[src/rtl/col_loader_pkg.sv]
package col_loader_pkg;
    localparam int          PIX_W          = 10;
    localparam int          NUM_CH         = 6;
    localparam int          CH_W           = 3;
    localparam logic [2:0]  CH_LEFT        = 3'h0;
    localparam logic [2:0]  CH_RIGHT       = 3'h5;
    localparam int          SER_BITS       = 12;
    localparam int          SER_CNT_W      = 4;
    localparam int          SER_SEL_POS    = 11;
    localparam int          DAC_W          = 8;
    localparam int          FIFO_DEPTH     = 8;
    localparam int          CLK_PERIOD_NS  = 5;
    localparam int          SCLK_HIGH_NS   = 15;
    localparam int          SCLK_HALF_CYC  = (SCLK_HIGH_NS + CLK_PERIOD_NS - 1) / CLK_PERIOD_NS;
    localparam int          PCLK_HALF_NS   = 20;
    localparam int          PCLK_HALF_CYC  = (PCLK_HALF_NS + CLK_PERIOD_NS - 1) / CLK_PERIOD_NS;
    localparam logic [9:0]  COL_RST        = 10'h000;
    localparam logic [7:0]  DAC_RST        = 8'h00;
    localparam logic        MODE_NORMAL    = 1'b0;
endpackage

[src/rtl/col_link_if.sv]
`timescale 1ns/10ps
interface col_link_if;
    import col_loader_pkg::*;
    logic             pix_clk;
    logic [PIX_W-1:0] pixel_word_in;
    logic             sequence_start;
    logic             output_transfer;
    logic             polarity_invert;
    logic             edge_phase;
    logic             scan_dir;
    logic             ser_clk;
    logic             ctrl_serial_in;
    logic             ctrl_frame_enable;
    logic             test_mode_force;
    modport timing_ctrl (
        output pix_clk, pixel_word_in, sequence_start, output_transfer, polarity_invert,
               edge_phase, scan_dir, ser_clk, ctrl_serial_in, ctrl_frame_enable, test_mode_force
    );
    modport column_drv (
        input  pix_clk, pixel_word_in, sequence_start, output_transfer, polarity_invert,
               edge_phase, scan_dir, ser_clk, ctrl_serial_in, ctrl_frame_enable, test_mode_force
    );
endinterface

[src/rtl/column_driver_end.sv]
`timescale 1ns/10ps

module word_fifo #(
    parameter int WIDTH = 13,
    parameter int DEPTH = 8
) (
    input  wire logic             core_clk_i,
    input  wire logic             srst_i,
    input  wire logic             in_valid_i,
    output logic                  in_ready_o,
    input  wire logic [WIDTH-1:0] in_data_i,
    output logic                  out_valid_o,
    input  wire logic             out_ready_i,
    output logic      [WIDTH-1:0] out_data_o
);
    localparam int AW = $clog2(DEPTH);
    logic [WIDTH-1:0] mem_ff [DEPTH];
    logic [AW-1:0]    wr_ff;
    logic [AW-1:0]    rd_ff;
    logic [AW:0]      cnt_ff;
    logic             push;
    logic             pop;

    assign in_ready_o  = (cnt_ff != (AW+1)'(DEPTH));
    assign out_valid_o = (cnt_ff != '0);
    assign out_data_o  = mem_ff[rd_ff];
    assign push        = in_valid_i & in_ready_o;
    assign pop         = out_valid_o & out_ready_i;

    always_ff @(posedge core_clk_i) begin
        if (push) begin
            mem_ff[wr_ff] <= in_data_i;
        end
    end

    always_ff @(posedge core_clk_i) begin
        if (srst_i) begin
            wr_ff  <= '0;
            rd_ff  <= '0;
            cnt_ff <= '0;
        end else begin
            if (push) begin
                wr_ff <= (wr_ff == AW'(DEPTH-1)) ? '0 : wr_ff + 1'b1;
            end
            if (pop) begin
                rd_ff <= (rd_ff == AW'(DEPTH-1)) ? '0 : rd_ff + 1'b1;
            end
            cnt_ff <= cnt_ff + (AW+1)'(push) - (AW+1)'(pop);
        end
    end
endmodule // word_fifo

module column_driver_end (
    input  wire logic                                      core_clk_i,
    input  wire logic                                      srst_i,
    col_link_if.column_drv                                 link,
    input  wire logic                                      mode_prog_i,
    output logic [col_loader_pkg::NUM_CH*col_loader_pkg::PIX_W-1:0] column_outputs_o,
    output logic                                           column_polarity_o,
    output logic [col_loader_pkg::DAC_W-1:0]               dac_out0_o,
    output logic [col_loader_pkg::DAC_W-1:0]               dac_out1_o,
    output logic                                           output_mode_o,
    output logic                                           load_overflow_o
);
    import col_loader_pkg::*;

    // ------------------------------------------------------------
    // Pin synchronisers
    // ------------------------------------------------------------
    localparam int SW = PIX_W + 10;
    logic [SW-1:0] meta_ff;
    logic [SW-1:0] sync_ff;
    logic          pclk_d_ff;
    logic          sclk_d_ff;
    logic          fen_d_ff;

    always_ff @(posedge core_clk_i) begin
        meta_ff <= {link.pixel_word_in, link.pix_clk, link.sequence_start, link.output_transfer,
                    link.polarity_invert, link.edge_phase, link.scan_dir, link.ser_clk,
                    link.ctrl_serial_in, link.ctrl_frame_enable, link.test_mode_force};
        sync_ff <= meta_ff;
    end

    logic [PIX_W-1:0] word_s;
    logic pclk_s, start_s, xfer_s, pol_s, phase_s, dir_s, sclk_s, sdata_s, fen_s, test_s;
    assign {word_s, pclk_s, start_s, xfer_s, pol_s, phase_s, dir_s,
            sclk_s, sdata_s, fen_s, test_s} = sync_ff;

    always_ff @(posedge core_clk_i) begin
        pclk_d_ff <= pclk_s;
        sclk_d_ff <= sclk_s;
        fen_d_ff  <= fen_s;
    end

    logic pclk_rise, pclk_fall, act_edge;
    assign pclk_rise = pclk_s & ~pclk_d_ff;
    assign pclk_fall = ~pclk_s & pclk_d_ff;
    assign act_edge  = phase_s ? pclk_rise : pclk_fall;

    // ------------------------------------------------------------
    // Loading sequence
    // ------------------------------------------------------------
    typedef enum logic [2:0] {
        LD_IDLE  = 3'b001,
        LD_ARMED = 3'b010,
        LD_RUN   = 3'b100
    } ld_state_t;

    ld_state_t        ld_state_ff;
    logic [CH_W-1:0]  idx_ff;
    logic [CH_W-1:0]  cnt_ff;
    logic             dir_ff;
    logic [CH_W-1:0]  cap_ch;
    logic             cap_valid;
    logic             fifo_in_ready;

    function automatic logic [CH_W-1:0] step_ch(input logic [CH_W-1:0] ch, input logic dir);
        step_ch = dir ? ch - 1'b1 : ch + 1'b1;
    endfunction

    assign cap_ch    = (ld_state_ff == LD_ARMED) ? (dir_s ? CH_RIGHT : CH_LEFT) : idx_ff;
    assign cap_valid = act_edge & (ld_state_ff != LD_IDLE);

    always_ff @(posedge core_clk_i) begin
        if (srst_i) begin
            ld_state_ff <= LD_IDLE;
            idx_ff      <= CH_LEFT;
            cnt_ff      <= '0;
            dir_ff      <= 1'b0;
        end else if (act_edge) begin
            case (ld_state_ff)
                LD_IDLE: begin
                    if (start_s) begin
                        ld_state_ff <= LD_ARMED;
                    end
                end
                LD_ARMED: begin
                    dir_ff      <= dir_s;
                    idx_ff      <= step_ch(cap_ch, dir_s);
                    cnt_ff      <= CH_W'(1);
                    ld_state_ff <= start_s ? LD_ARMED : LD_RUN;
                end
                LD_RUN: begin
                    idx_ff <= step_ch(idx_ff, dir_ff);
                    cnt_ff <= cnt_ff + 1'b1;
                    if (start_s) begin
                        ld_state_ff <= LD_ARMED;
                    end else if (cnt_ff == CH_W'(NUM_CH-1)) begin
                        ld_state_ff <= LD_IDLE;
                    end
                end
                default: ld_state_ff <= LD_IDLE;
            endcase
        end
    end

    always_ff @(posedge core_clk_i) begin
        if (srst_i) begin
            load_overflow_o <= 1'b0;
        end else if (cap_valid & ~fifo_in_ready) begin
            load_overflow_o <= 1'b1;
        end
    end

    // ------------------------------------------------------------
    // Word buffer and channel latches
    // ------------------------------------------------------------
    logic                   fifo_out_valid;
    logic                   fifo_out_ready;
    logic [CH_W+PIX_W-1:0]  fifo_out_data;
    logic [PIX_W-1:0]       latch_ff [NUM_CH];
    logic                   xfer_seen_ff;
    logic                   xfer_det_ff;
    logic                   xfer_go;

    word_fifo #(
        .WIDTH(CH_W + PIX_W),
        .DEPTH(FIFO_DEPTH)
    ) u_fifo (
        .core_clk_i (core_clk_i),
        .srst_i     (srst_i),
        .in_valid_i (cap_valid),
        .in_ready_o (fifo_in_ready),
        .in_data_i  ({cap_ch, word_s}),
        .out_valid_o(fifo_out_valid),
        .out_ready_i(fifo_out_ready),
        .out_data_o (fifo_out_data)
    );

    assign xfer_go        = pclk_rise & xfer_det_ff;
    assign fifo_out_ready = ~xfer_go;

    generate
        for (genvar c = 0; c < NUM_CH; c++) begin : g_latch
            always_ff @(posedge core_clk_i) begin
                if (srst_i) begin
                    latch_ff[c] <= COL_RST;
                end else if (fifo_out_valid & fifo_out_ready &
                             (fifo_out_data[CH_W+PIX_W-1:PIX_W] == CH_W'(c))) begin
                    latch_ff[c] <= fifo_out_data[PIX_W-1:0];
                end
            end
            always_ff @(posedge core_clk_i) begin
                if (srst_i) begin
                    column_outputs_o[c*PIX_W +: PIX_W] <= COL_RST;
                end else if (xfer_go) begin
                    column_outputs_o[c*PIX_W +: PIX_W] <= latch_ff[c];
                end
            end
        end
    endgenerate

    // ------------------------------------------------------------
    // Transfer detect and polarity pipeline
    // ------------------------------------------------------------
    logic pol_stage_ff;

    always_ff @(posedge core_clk_i) begin
        if (srst_i) begin
            xfer_seen_ff <= 1'b0;
            xfer_det_ff  <= 1'b0;
        end else if (pclk_rise) begin
            xfer_seen_ff <= xfer_s;
            xfer_det_ff  <= xfer_s & ~xfer_seen_ff;
        end
    end

    always_ff @(posedge core_clk_i) begin
        if (srst_i) begin
            pol_stage_ff      <= 1'b0;
            column_polarity_o <= 1'b0;
        end else if (xfer_go) begin
            pol_stage_ff      <= pol_s;
            column_polarity_o <= pol_stage_ff;
        end
    end

    // ------------------------------------------------------------
    // Serial control loader
    // ------------------------------------------------------------
    logic [SER_BITS-1:0]  ser_sh_ff;
    logic [SER_CNT_W-1:0] ser_cnt_ff;
    logic                 sclk_rise;
    logic                 fen_fall;
    logic                 fen_rise;

    assign sclk_rise = sclk_s & ~sclk_d_ff;
    assign fen_fall  = ~fen_s & fen_d_ff;
    assign fen_rise  = fen_s & ~fen_d_ff;

    always_ff @(posedge core_clk_i) begin
        if (srst_i) begin
            ser_sh_ff  <= '0;
            ser_cnt_ff <= '0;
        end else if (fen_fall) begin
            ser_cnt_ff <= '0;
        end else if (sclk_rise & ~fen_s & (ser_cnt_ff != SER_CNT_W'(SER_BITS))) begin
            ser_sh_ff  <= {ser_sh_ff[SER_BITS-2:0], sdata_s};
            ser_cnt_ff <= ser_cnt_ff + 1'b1;
        end
    end

    always_ff @(posedge core_clk_i) begin
        if (srst_i) begin
            dac_out0_o <= DAC_RST;
            dac_out1_o <= DAC_RST;
        end else if (fen_rise & (ser_cnt_ff == SER_CNT_W'(SER_BITS))) begin
            if (ser_sh_ff[SER_SEL_POS]) begin
                dac_out1_o <= ser_sh_ff[DAC_W-1:0];
            end else begin
                dac_out0_o <= ser_sh_ff[DAC_W-1:0];
            end
        end
    end

    always_ff @(posedge core_clk_i) begin
        if (srst_i) begin
            output_mode_o <= MODE_NORMAL;
        end else begin
            output_mode_o <= test_s ? MODE_NORMAL : mode_prog_i;
        end
    end
endmodule // column_driver_end

[src/flat_wrapper.sv]
// flat-port wrapper written by rule: the top's interface ports become plain ports
module column_driver_end_flat import col_loader_pkg::*;
  (core_clk_i, srst_i, mode_prog_i, column_outputs_o, column_polarity_o, dac_out0_o, dac_out1_o, output_mode_o, load_overflow_o, link_pix_clk, link_pixel_word_in, link_sequence_start, link_output_transfer, link_polarity_invert, link_edge_phase, link_scan_dir, link_ser_clk, link_ctrl_serial_in, link_ctrl_frame_enable, link_test_mode_force);
  col_link_if link_i ();
  input  wire logic core_clk_i;
  input  wire logic srst_i;
  input  wire logic mode_prog_i;
  output logic [col_loader_pkg::NUM_CH*col_loader_pkg::PIX_W-1:0] column_outputs_o;
  output logic column_polarity_o;
  output logic [col_loader_pkg::DAC_W-1:0] dac_out0_o;
  output logic [col_loader_pkg::DAC_W-1:0] dac_out1_o;
  output logic output_mode_o;
  output logic load_overflow_o;
  input wire logic [$bits(link_i.pix_clk)-1:0] link_pix_clk;
  input wire logic [$bits(link_i.pixel_word_in)-1:0] link_pixel_word_in;
  input wire logic [$bits(link_i.sequence_start)-1:0] link_sequence_start;
  input wire logic [$bits(link_i.output_transfer)-1:0] link_output_transfer;
  input wire logic [$bits(link_i.polarity_invert)-1:0] link_polarity_invert;
  input wire logic [$bits(link_i.edge_phase)-1:0] link_edge_phase;
  input wire logic [$bits(link_i.scan_dir)-1:0] link_scan_dir;
  input wire logic [$bits(link_i.ser_clk)-1:0] link_ser_clk;
  input wire logic [$bits(link_i.ctrl_serial_in)-1:0] link_ctrl_serial_in;
  input wire logic [$bits(link_i.ctrl_frame_enable)-1:0] link_ctrl_frame_enable;
  input wire logic [$bits(link_i.test_mode_force)-1:0] link_test_mode_force;
  assign link_i.pix_clk = link_pix_clk;
  assign link_i.pixel_word_in = link_pixel_word_in;
  assign link_i.sequence_start = link_sequence_start;
  assign link_i.output_transfer = link_output_transfer;
  assign link_i.polarity_invert = link_polarity_invert;
  assign link_i.edge_phase = link_edge_phase;
  assign link_i.scan_dir = link_scan_dir;
  assign link_i.ser_clk = link_ser_clk;
  assign link_i.ctrl_serial_in = link_ctrl_serial_in;
  assign link_i.ctrl_frame_enable = link_ctrl_frame_enable;
  assign link_i.test_mode_force = link_test_mode_force;
  column_driver_end u_core (.core_clk_i(core_clk_i), .srst_i(srst_i), .link(link_i), .mode_prog_i(mode_prog_i), .column_outputs_o(column_outputs_o), .column_polarity_o(column_polarity_o), .dac_out0_o(dac_out0_o), .dac_out1_o(dac_out1_o), .output_mode_o(output_mode_o), .load_overflow_o(load_overflow_o));
endmodule
[config.mk]
export PLATFORM = sky130hd
export DESIGN_NAME = column_driver_end_flat
export DESIGN_NICKNAME = d
export VERILOG_FILES = /design/src/rtl/col_loader_pkg.sv /design/src/rtl/col_link_if.sv /design/src/rtl/column_driver_end.sv /design/src/flat_wrapper.sv
export SDC_FILE = /design/constraint.sdc
export NUM_CORES = 1
export LEC_CHECK = 0
export ABC_AREA = 1
export BUFFER_PORTS_ARGS = -buffer_cell sky130_fd_sc_hd__clkbuf_2
export CAP_MARGIN = 5
export CORE_UTILIZATION = 54
export DETAILED_ROUTE_END_ITERATION = 10
export GPL_ROUTABILITY_DRIVEN = 0
export PLACE_DENSITY = 0.76
export SLEW_MARGIN = 40
export SYNTH_ARGS = -nofsm -noshare
export SYNTH_HDL_FRONTEND = slang
export SYNTH_HIERARCHICAL = 1
export SYNTH_SLANG_ARGS = --single-unit
[constraint.sdc]
create_clock -name core_clk_i -period 2.6 [get_ports core_clk_i]
set_input_delay 0.26 -clock core_clk_i [delete_from_list [all_inputs] [get_ports core_clk_i]]
set_output_delay 0.26 -clock core_clk_i [all_outputs]
set_load 0.02 [all_outputs]
After elaboration in Yosys (flattened, before gate mapping). Memory sizes are Yosys's and may differ from the RTL's. A register that Yosys moved wholly into a read port is not among the register bits. Index checks and enable logic that the tools add are counted.

Output and inout port bits: 79. Register bits: 101. Word-level logic and storage cells: 142. Memory bits (writable): 164. Memories: 2. Input port bits: 23.

Memory list: u_core.u_fifo.mem_ff (depth 8, width 13, rd ports 1, clocked after memory_dff 1, wr ports 1, RTL line column_driver_end.sv:17) `logic [WIDTH-1:0] mem_ff [DEPTH];`; u_core.latch_ff (depth 6, width 10, rd ports 6, clocked after memory_dff 6, wr ports 6, RTL line column_driver_end.sv:171) `logic [PIX_W-1:0] latch_ff [NUM_CH];`.

Reduce and logical (&&, ||, !) cells: 11. Equal/unequal tests: 17. Multiplexer cells: 44. Add/sub/neg operators: 10. Bitwise operators: 36.

Operators with widths (count): two-way mux 10 bit (6); two-way mux 3 bit (12); two-way mux 1 bit (23); bitwise AND 1 bit (20); equality test 3 bit (second input constant) (6); adder 3 x 1 -> 3 bit (second input constant) (5); one-hot mux 3 bit (2 select lines) (2); NOT 1 bit (10); AND reduction 2 bit (5); equality test 3 x 2 -> 1 bit (second input constant) (3); one-hot mux 3 bit (3 select lines) (1); inequality test 4 bit (second input constant) (2); equality test 3 x 1 -> 1 bit (second input constant) (2); inequality test 3 x 1 -> 1 bit (second input constant) (2); bitwise OR 1 bit (6); subtractor 3 x 1 -> 3 bit (second input constant) (2); adder 4 x 1 -> 4 bit (1); adder 4 x 1 -> 4 bit (second input constant) (1); equality test 4 bit (second input constant) (1); nonzero test 4 bit (1); OR reduction 2 bit (2); subtractor 4 x 1 -> 4 bit (1); zero test 3 bit (1); AND reduction 3 bit (1); 2 further kinds (2).

Depth between registers and ports, before layout.
Word-level depth: 10. Gate-level depth with buffers: 14. Depth with buffers taken out: 13.

Modules after synthesis. The synthesis kept the hierarchy.

Modules (own cells, without submodules): column_driver_end (sequential area each 4824.6 µm², cells each 739, area an instance 7419.6 µm², instances 1); word_fifo (sequential area each 3383.2 µm², cells each 543, area an instance 5280.1 µm², instances 1).

Least setup slack after synthesis. OpenSTA, ideal clock, no wires.

Path type: register -> register. Start: register (tool-made name). End: memory u_core.latch_ff[0][0], enable pin. Path buffers: 2. Arrival: 2155 ps. Slack: 54 ps. Stages on the path, launching flop included: 11. Path through: dfxtp_1 > buf_6 > buf_2 > nand2_1 > nand3_1 > nand2_1 > nand2_1 > nand2_1 > nor2_1 > nand2_1 > o21ai_0.

RTL lines (RTL line): end: declaration (column_driver_end.sv:171).

Worst setup path in the final report.
Start: register u_core.sync_ff[9]. End: register u_core.u_fifo.cnt_ff[2].

Cells in the longest elaborated chain, start to end: 7.

RTL lines: start: declaration (RTL line column_driver_end.sv:72) `logic [SW-1:0] sync_ff;`; start signal: assignment (RTL line column_driver_end.sv:81) `sync_ff <= meta_ff;`; NOT 1 bit (RTL line column_driver_end.sv:97) `assign pclk_fall = ~pclk_s & pclk_d_ff;`; bitwise AND 1 bit (RTL line column_driver_end.sv:97); two-way mux 1 bit (*) (RTL line column_driver_end.sv:98) `assign act_edge = phase_s ? pclk_rise : pclk_fall;`; bitwise AND 1 bit (*) (RTL line column_driver_end.sv:122) `assign cap_valid = act_edge & (ld_state_ff != LD_IDLE);`; named net u_core.cap_valid (RTL line column_driver_end.sv:114) `logic cap_valid;`; bitwise AND 1 bit (*) (RTL line column_driver_end.sv:27) `assign push = in_valid_i & in_ready_o;`; adder 4 x 1 -> 4 bit (*) (RTL line column_driver_end.sv:48) `cnt_ff <= cnt_ff + (AW+1)'(push) - (AW+1)'(pop);`; subtractor 4 x 1 -> 4 bit (*) (RTL line column_driver_end.sv:48); end signal: assignment (RTL line column_driver_end.sv:48); end: declaration (RTL line column_driver_end.sv:20) `logic [AW:0] cnt_ff;`.

Mark *: on every way through the listed nets, which the timed path passes. The rest lies on a longest branch. A chain may end at the register's enable or synchronous reset.

==> metrics.cfg <==
[clock_tree]
cts_resized = 0
cts_buffer_depth = 3
cts-buffers-inserted = 34
htreeDepth = 2
clock_latency_ps = 500
hold_buffers = 21
post-cts-setup-buffers = 0
cts_sinks = 328
cts_tree = done
clk_pin_slew_worst_paths_ps = 60
cts_root_buf = clkbuf_16

[pwr]
internal-power_w = 0.00949
vdd_drop_max_uv = 456
pwr-share-comb_pct = 20.1
p_sw_share_pct = 29.8
power_density_nw_per_um2 = 912
power_leakage_nw = 6.31
p_sw_w = 0.00403
design_power_total_w = 0.0135
seqPwrFrac_pct = 45.7
pwr-share-clk_pct = 34.2

[worst_hold_path]
min_to = u_core/u_fifo/cnt_ff[1]
hold_path_depth = 3
hp-class = in2reg
min_from = srst_i

[place]
numPortBuffers = 101
placedCellCount = 1675
dp_hpwl_um = 15500
place_ws_ps = 372

[sta]
final-setup-viol-count = 0
timing.slew.headroom_pct = 50.7
fin_ws_ps = 360
fin_skew_ps = 11.5
final.setup.tns_ps = 0
fmax_mhz = 447
finalCritPeriodShare_pct = 86.1
hold_viol_final = 0
drv_slew = 0
period_minus_slack_ps = 2240
grt_setup_unrepaired = no
tightest_slew_ps = 738

[worst_setup_path]
r2r-end = u_core/u_fifo/cnt_ff[2]
cp.buffers_inverters = 2
reg2reg_setup_slack_ps = 360
critical-path-top-delay-family = adder cells
slowest_delay_ps = 380
r2r-start = u_core/sync_ff[9]
crit_arrival_ps = 2630
crit_path_start_kind = flip-flop
reg2regPathDepth = 11
cp.required_ps = 2990
cp_max_fo = 11
worstPathCellList = nand2_4 > o21ai_2 > inv_1 > nor2_1 > nand2_2 > ha_1 > inv_1 > ha_1 > fa_1 > xnor2_1 > nor2_1
slowest_stage = dfxtp_1
end_kind = flip-flop
criticalPathCategory = reg2reg

[die]
die_h_um = 155
initial_utilization_pct = 55.6
fp.coreArea_um2 = 22800
io_pins = 102
rows = 55
dieArea_um2 = 24100
dieWidth_um = 155

[drt]
ant_nets = 0
post_drt_wl_per_cell_um = 14.1
vias = 8818
first_pass_iters = 5
routed_wl_um = 24700
route.detailed.drc = 0
via_per_inst = 5.02
drt-initial-drc-count = 545

[global_routing]
grt_max_degree = 67
gr-usage-all-layers_pct = 21.2
grt_pass1_wl_um = 41200
antenna_found_initial = 0
grt_pass1_vias = 8546
grt-ovfl-total = 0

[final_layout]
fin_cells = 1757
syn2layout_area_growth_pct = 16.8
n_antenna_cell = 0
fin_nets = 1459
drive_gt1_share_pct = 15.5

[synthesis]
yosys.area.top_type_share_pct = 38.8
synth.avg_cell_area_um2 = 9.91
synth_fp_nets = 1322
synthTopCellsByArea = edfxtp_1, dfxtp_1, nand2_1, inv_1, nand3_1
syn_area_um2 = 12700
async_flop_share_pct = 0
yosys.area.top_type = edfxtp_1
ys_seq_area_share_pct = 64.6
ys_dominant_reg_cell = edfxtp_1
synth.distinct_cells = 39
synthTopCellsByCount = nand2_1, inv_1, dfxtp_1, edfxtp_1, nand3_1
synth.most_common_cell = nand2_1
ys_warn_count = 6
ys_seq_elements = 328
syn_inst = 1282
synth-edff-count = 164

[flow_run]
max_cap_viol_count = 0

[run_status]
status = completed

## per-layer routing
layer / vias to the layer above / wire [um] / GRT usage (%)
met2: 241 / 12200 / 36.5
met4: 0 / 498 / 6.49
met3: 47 / 1270 / 3.34
met5: - / 0 / 0
li1: 4441 / - / -
met1: 4089 / 10800 / 27.7
## cells in the final DEF (no fill, tap or decap), types with 2 or more instances in the layout
cell type / n
ha_1: 14
nand3b_1: 4
nand4_4: 4
clkinv_2: 10
nand2_2: 7
edfxtp_1: 164
inv_1: 181
inv_4: 5
fa_1: 3
inv_2: 5
a21oi_1: 110
clkbuf_16: 36
nor4_4: 2
nand2_1: 272
xor2_1: 3
o21ai_0: 37
buf_4: 34
dfxtp_1: 163
clkbuf_8: 3
clkinv_1: 3
nand2_4: 2
clkbuf_1: 5
nand3_1: 130
nor3_1: 10
nor2_1: 91
a211oi_1: 3
dlygate4sd3_1: 21
nor2_2: 2
or2_2: 3
clkbuf_2: 101
## flip-flops by register name, summed over array words and instances (netlist names), 3 cells and up, named ones only
signal / cells
u_core/u_fifo/mem_ff: 104
u_core/ld_state_ff: 3
u_core/dac_out1_o: 8
u_core/ser_cnt_ff: 4
u_core/idx_ff: 3
u_core/u_fifo/rd_ff: 3
u_core/dac_out0_o: 8
u_core/sync_ff: 20
u_core/u_fifo/cnt_ff: 4
u_core/meta_ff: 20
u_core/latch_ff: 60
u_core/ser_sh_ff: 12
u_core/u_fifo/wr_ff: 3
u_core/column_outputs_o: 60
u_core/cnt_ff: 3
## worst register-to-register path: stages, from the launching register on
cell     delay [ps]
dfxtp_1         380
nand2_4          90
o21ai_2         140
inv_1            90
nor2_1          150
nand2_2         160
ha_1            310
inv_1            40
ha_1            190
fa_1            380
xnor2_1         160
nor2_1           60
## cell type report
class | count | area, um^2
flip-flops and latches | 328 | 8210
repair buffers | 156 | 971
clock inverters | 17 | 114
inverters | 190 | 723
multi-input cells | 709 | 3460
well taps | 313 | 392
clock buffers | 44 | 961
fillers | 1786 | 8020
## power groups by stage
stage | sequential [W] | clock, W | combinational (W)
3_5_place_dp | 0.00628 | 0 | 0.00267
2_1_floorplan | 0.00622 | 0 | 0.00200
5_1_grt | 0.00622 | 0.00494 | 0.00302
6_report | 0.00617 | 0.00463 | 0.00272
4_1_cts | 0.00618 | 0.00472 | 0.00272
3_3_place_gp | 0.00626 | 0 | 0.00257
## kinds of logic after synthesis
group / share of synthesized area [%]
AO/OA/AOI/OAI: 6.37
XOR/XNOR: 0.276
adder cells (fa/ha/maj): 1.85
buffers and inverters: 8.14
flip-flops: 64.6
AND/OR/NAND/NOR: 18.7
## metrics by stage
step           hold slack, ps  util (%)  instance area [um^2]
2_1_floorplan             288         -                 12700
3_3_place_gp              310      59.3                 13500
3_5_place_dp              312      59.3                 13500
4_1_cts                   291      64.9                 14800
5_1_grt                   318      64.9                 14800
6_report                  301      64.9                 14800
## how the worst max path moves through the flow
stage / from / end / slack (ps) / cells past startpoint
after floorplan: flip-flop / u_core/latch_ff[0][0] / 50 / 10
after CTS: u_core/sync_ff[9] / u_core/u_fifo/cnt_ff[2] / 350 / 11
final: u_core/sync_ff[9] / u_core/u_fifo/cnt_ff[2] / 360 / 11
after global placement: u_core/sync_ff[9] / u_core/u_fifo/cnt_ff[2] / 410 / 11
after detailed placement: u_core/sync_ff[9] / u_core/u_fifo/cnt_ff[2] / 370 / 11
after global routing: u_core/sync_ff[9] / u_core/u_fifo/cnt_ff[2] / 190 / 11
Note: power is estimated with default switching activity, not from simulation.
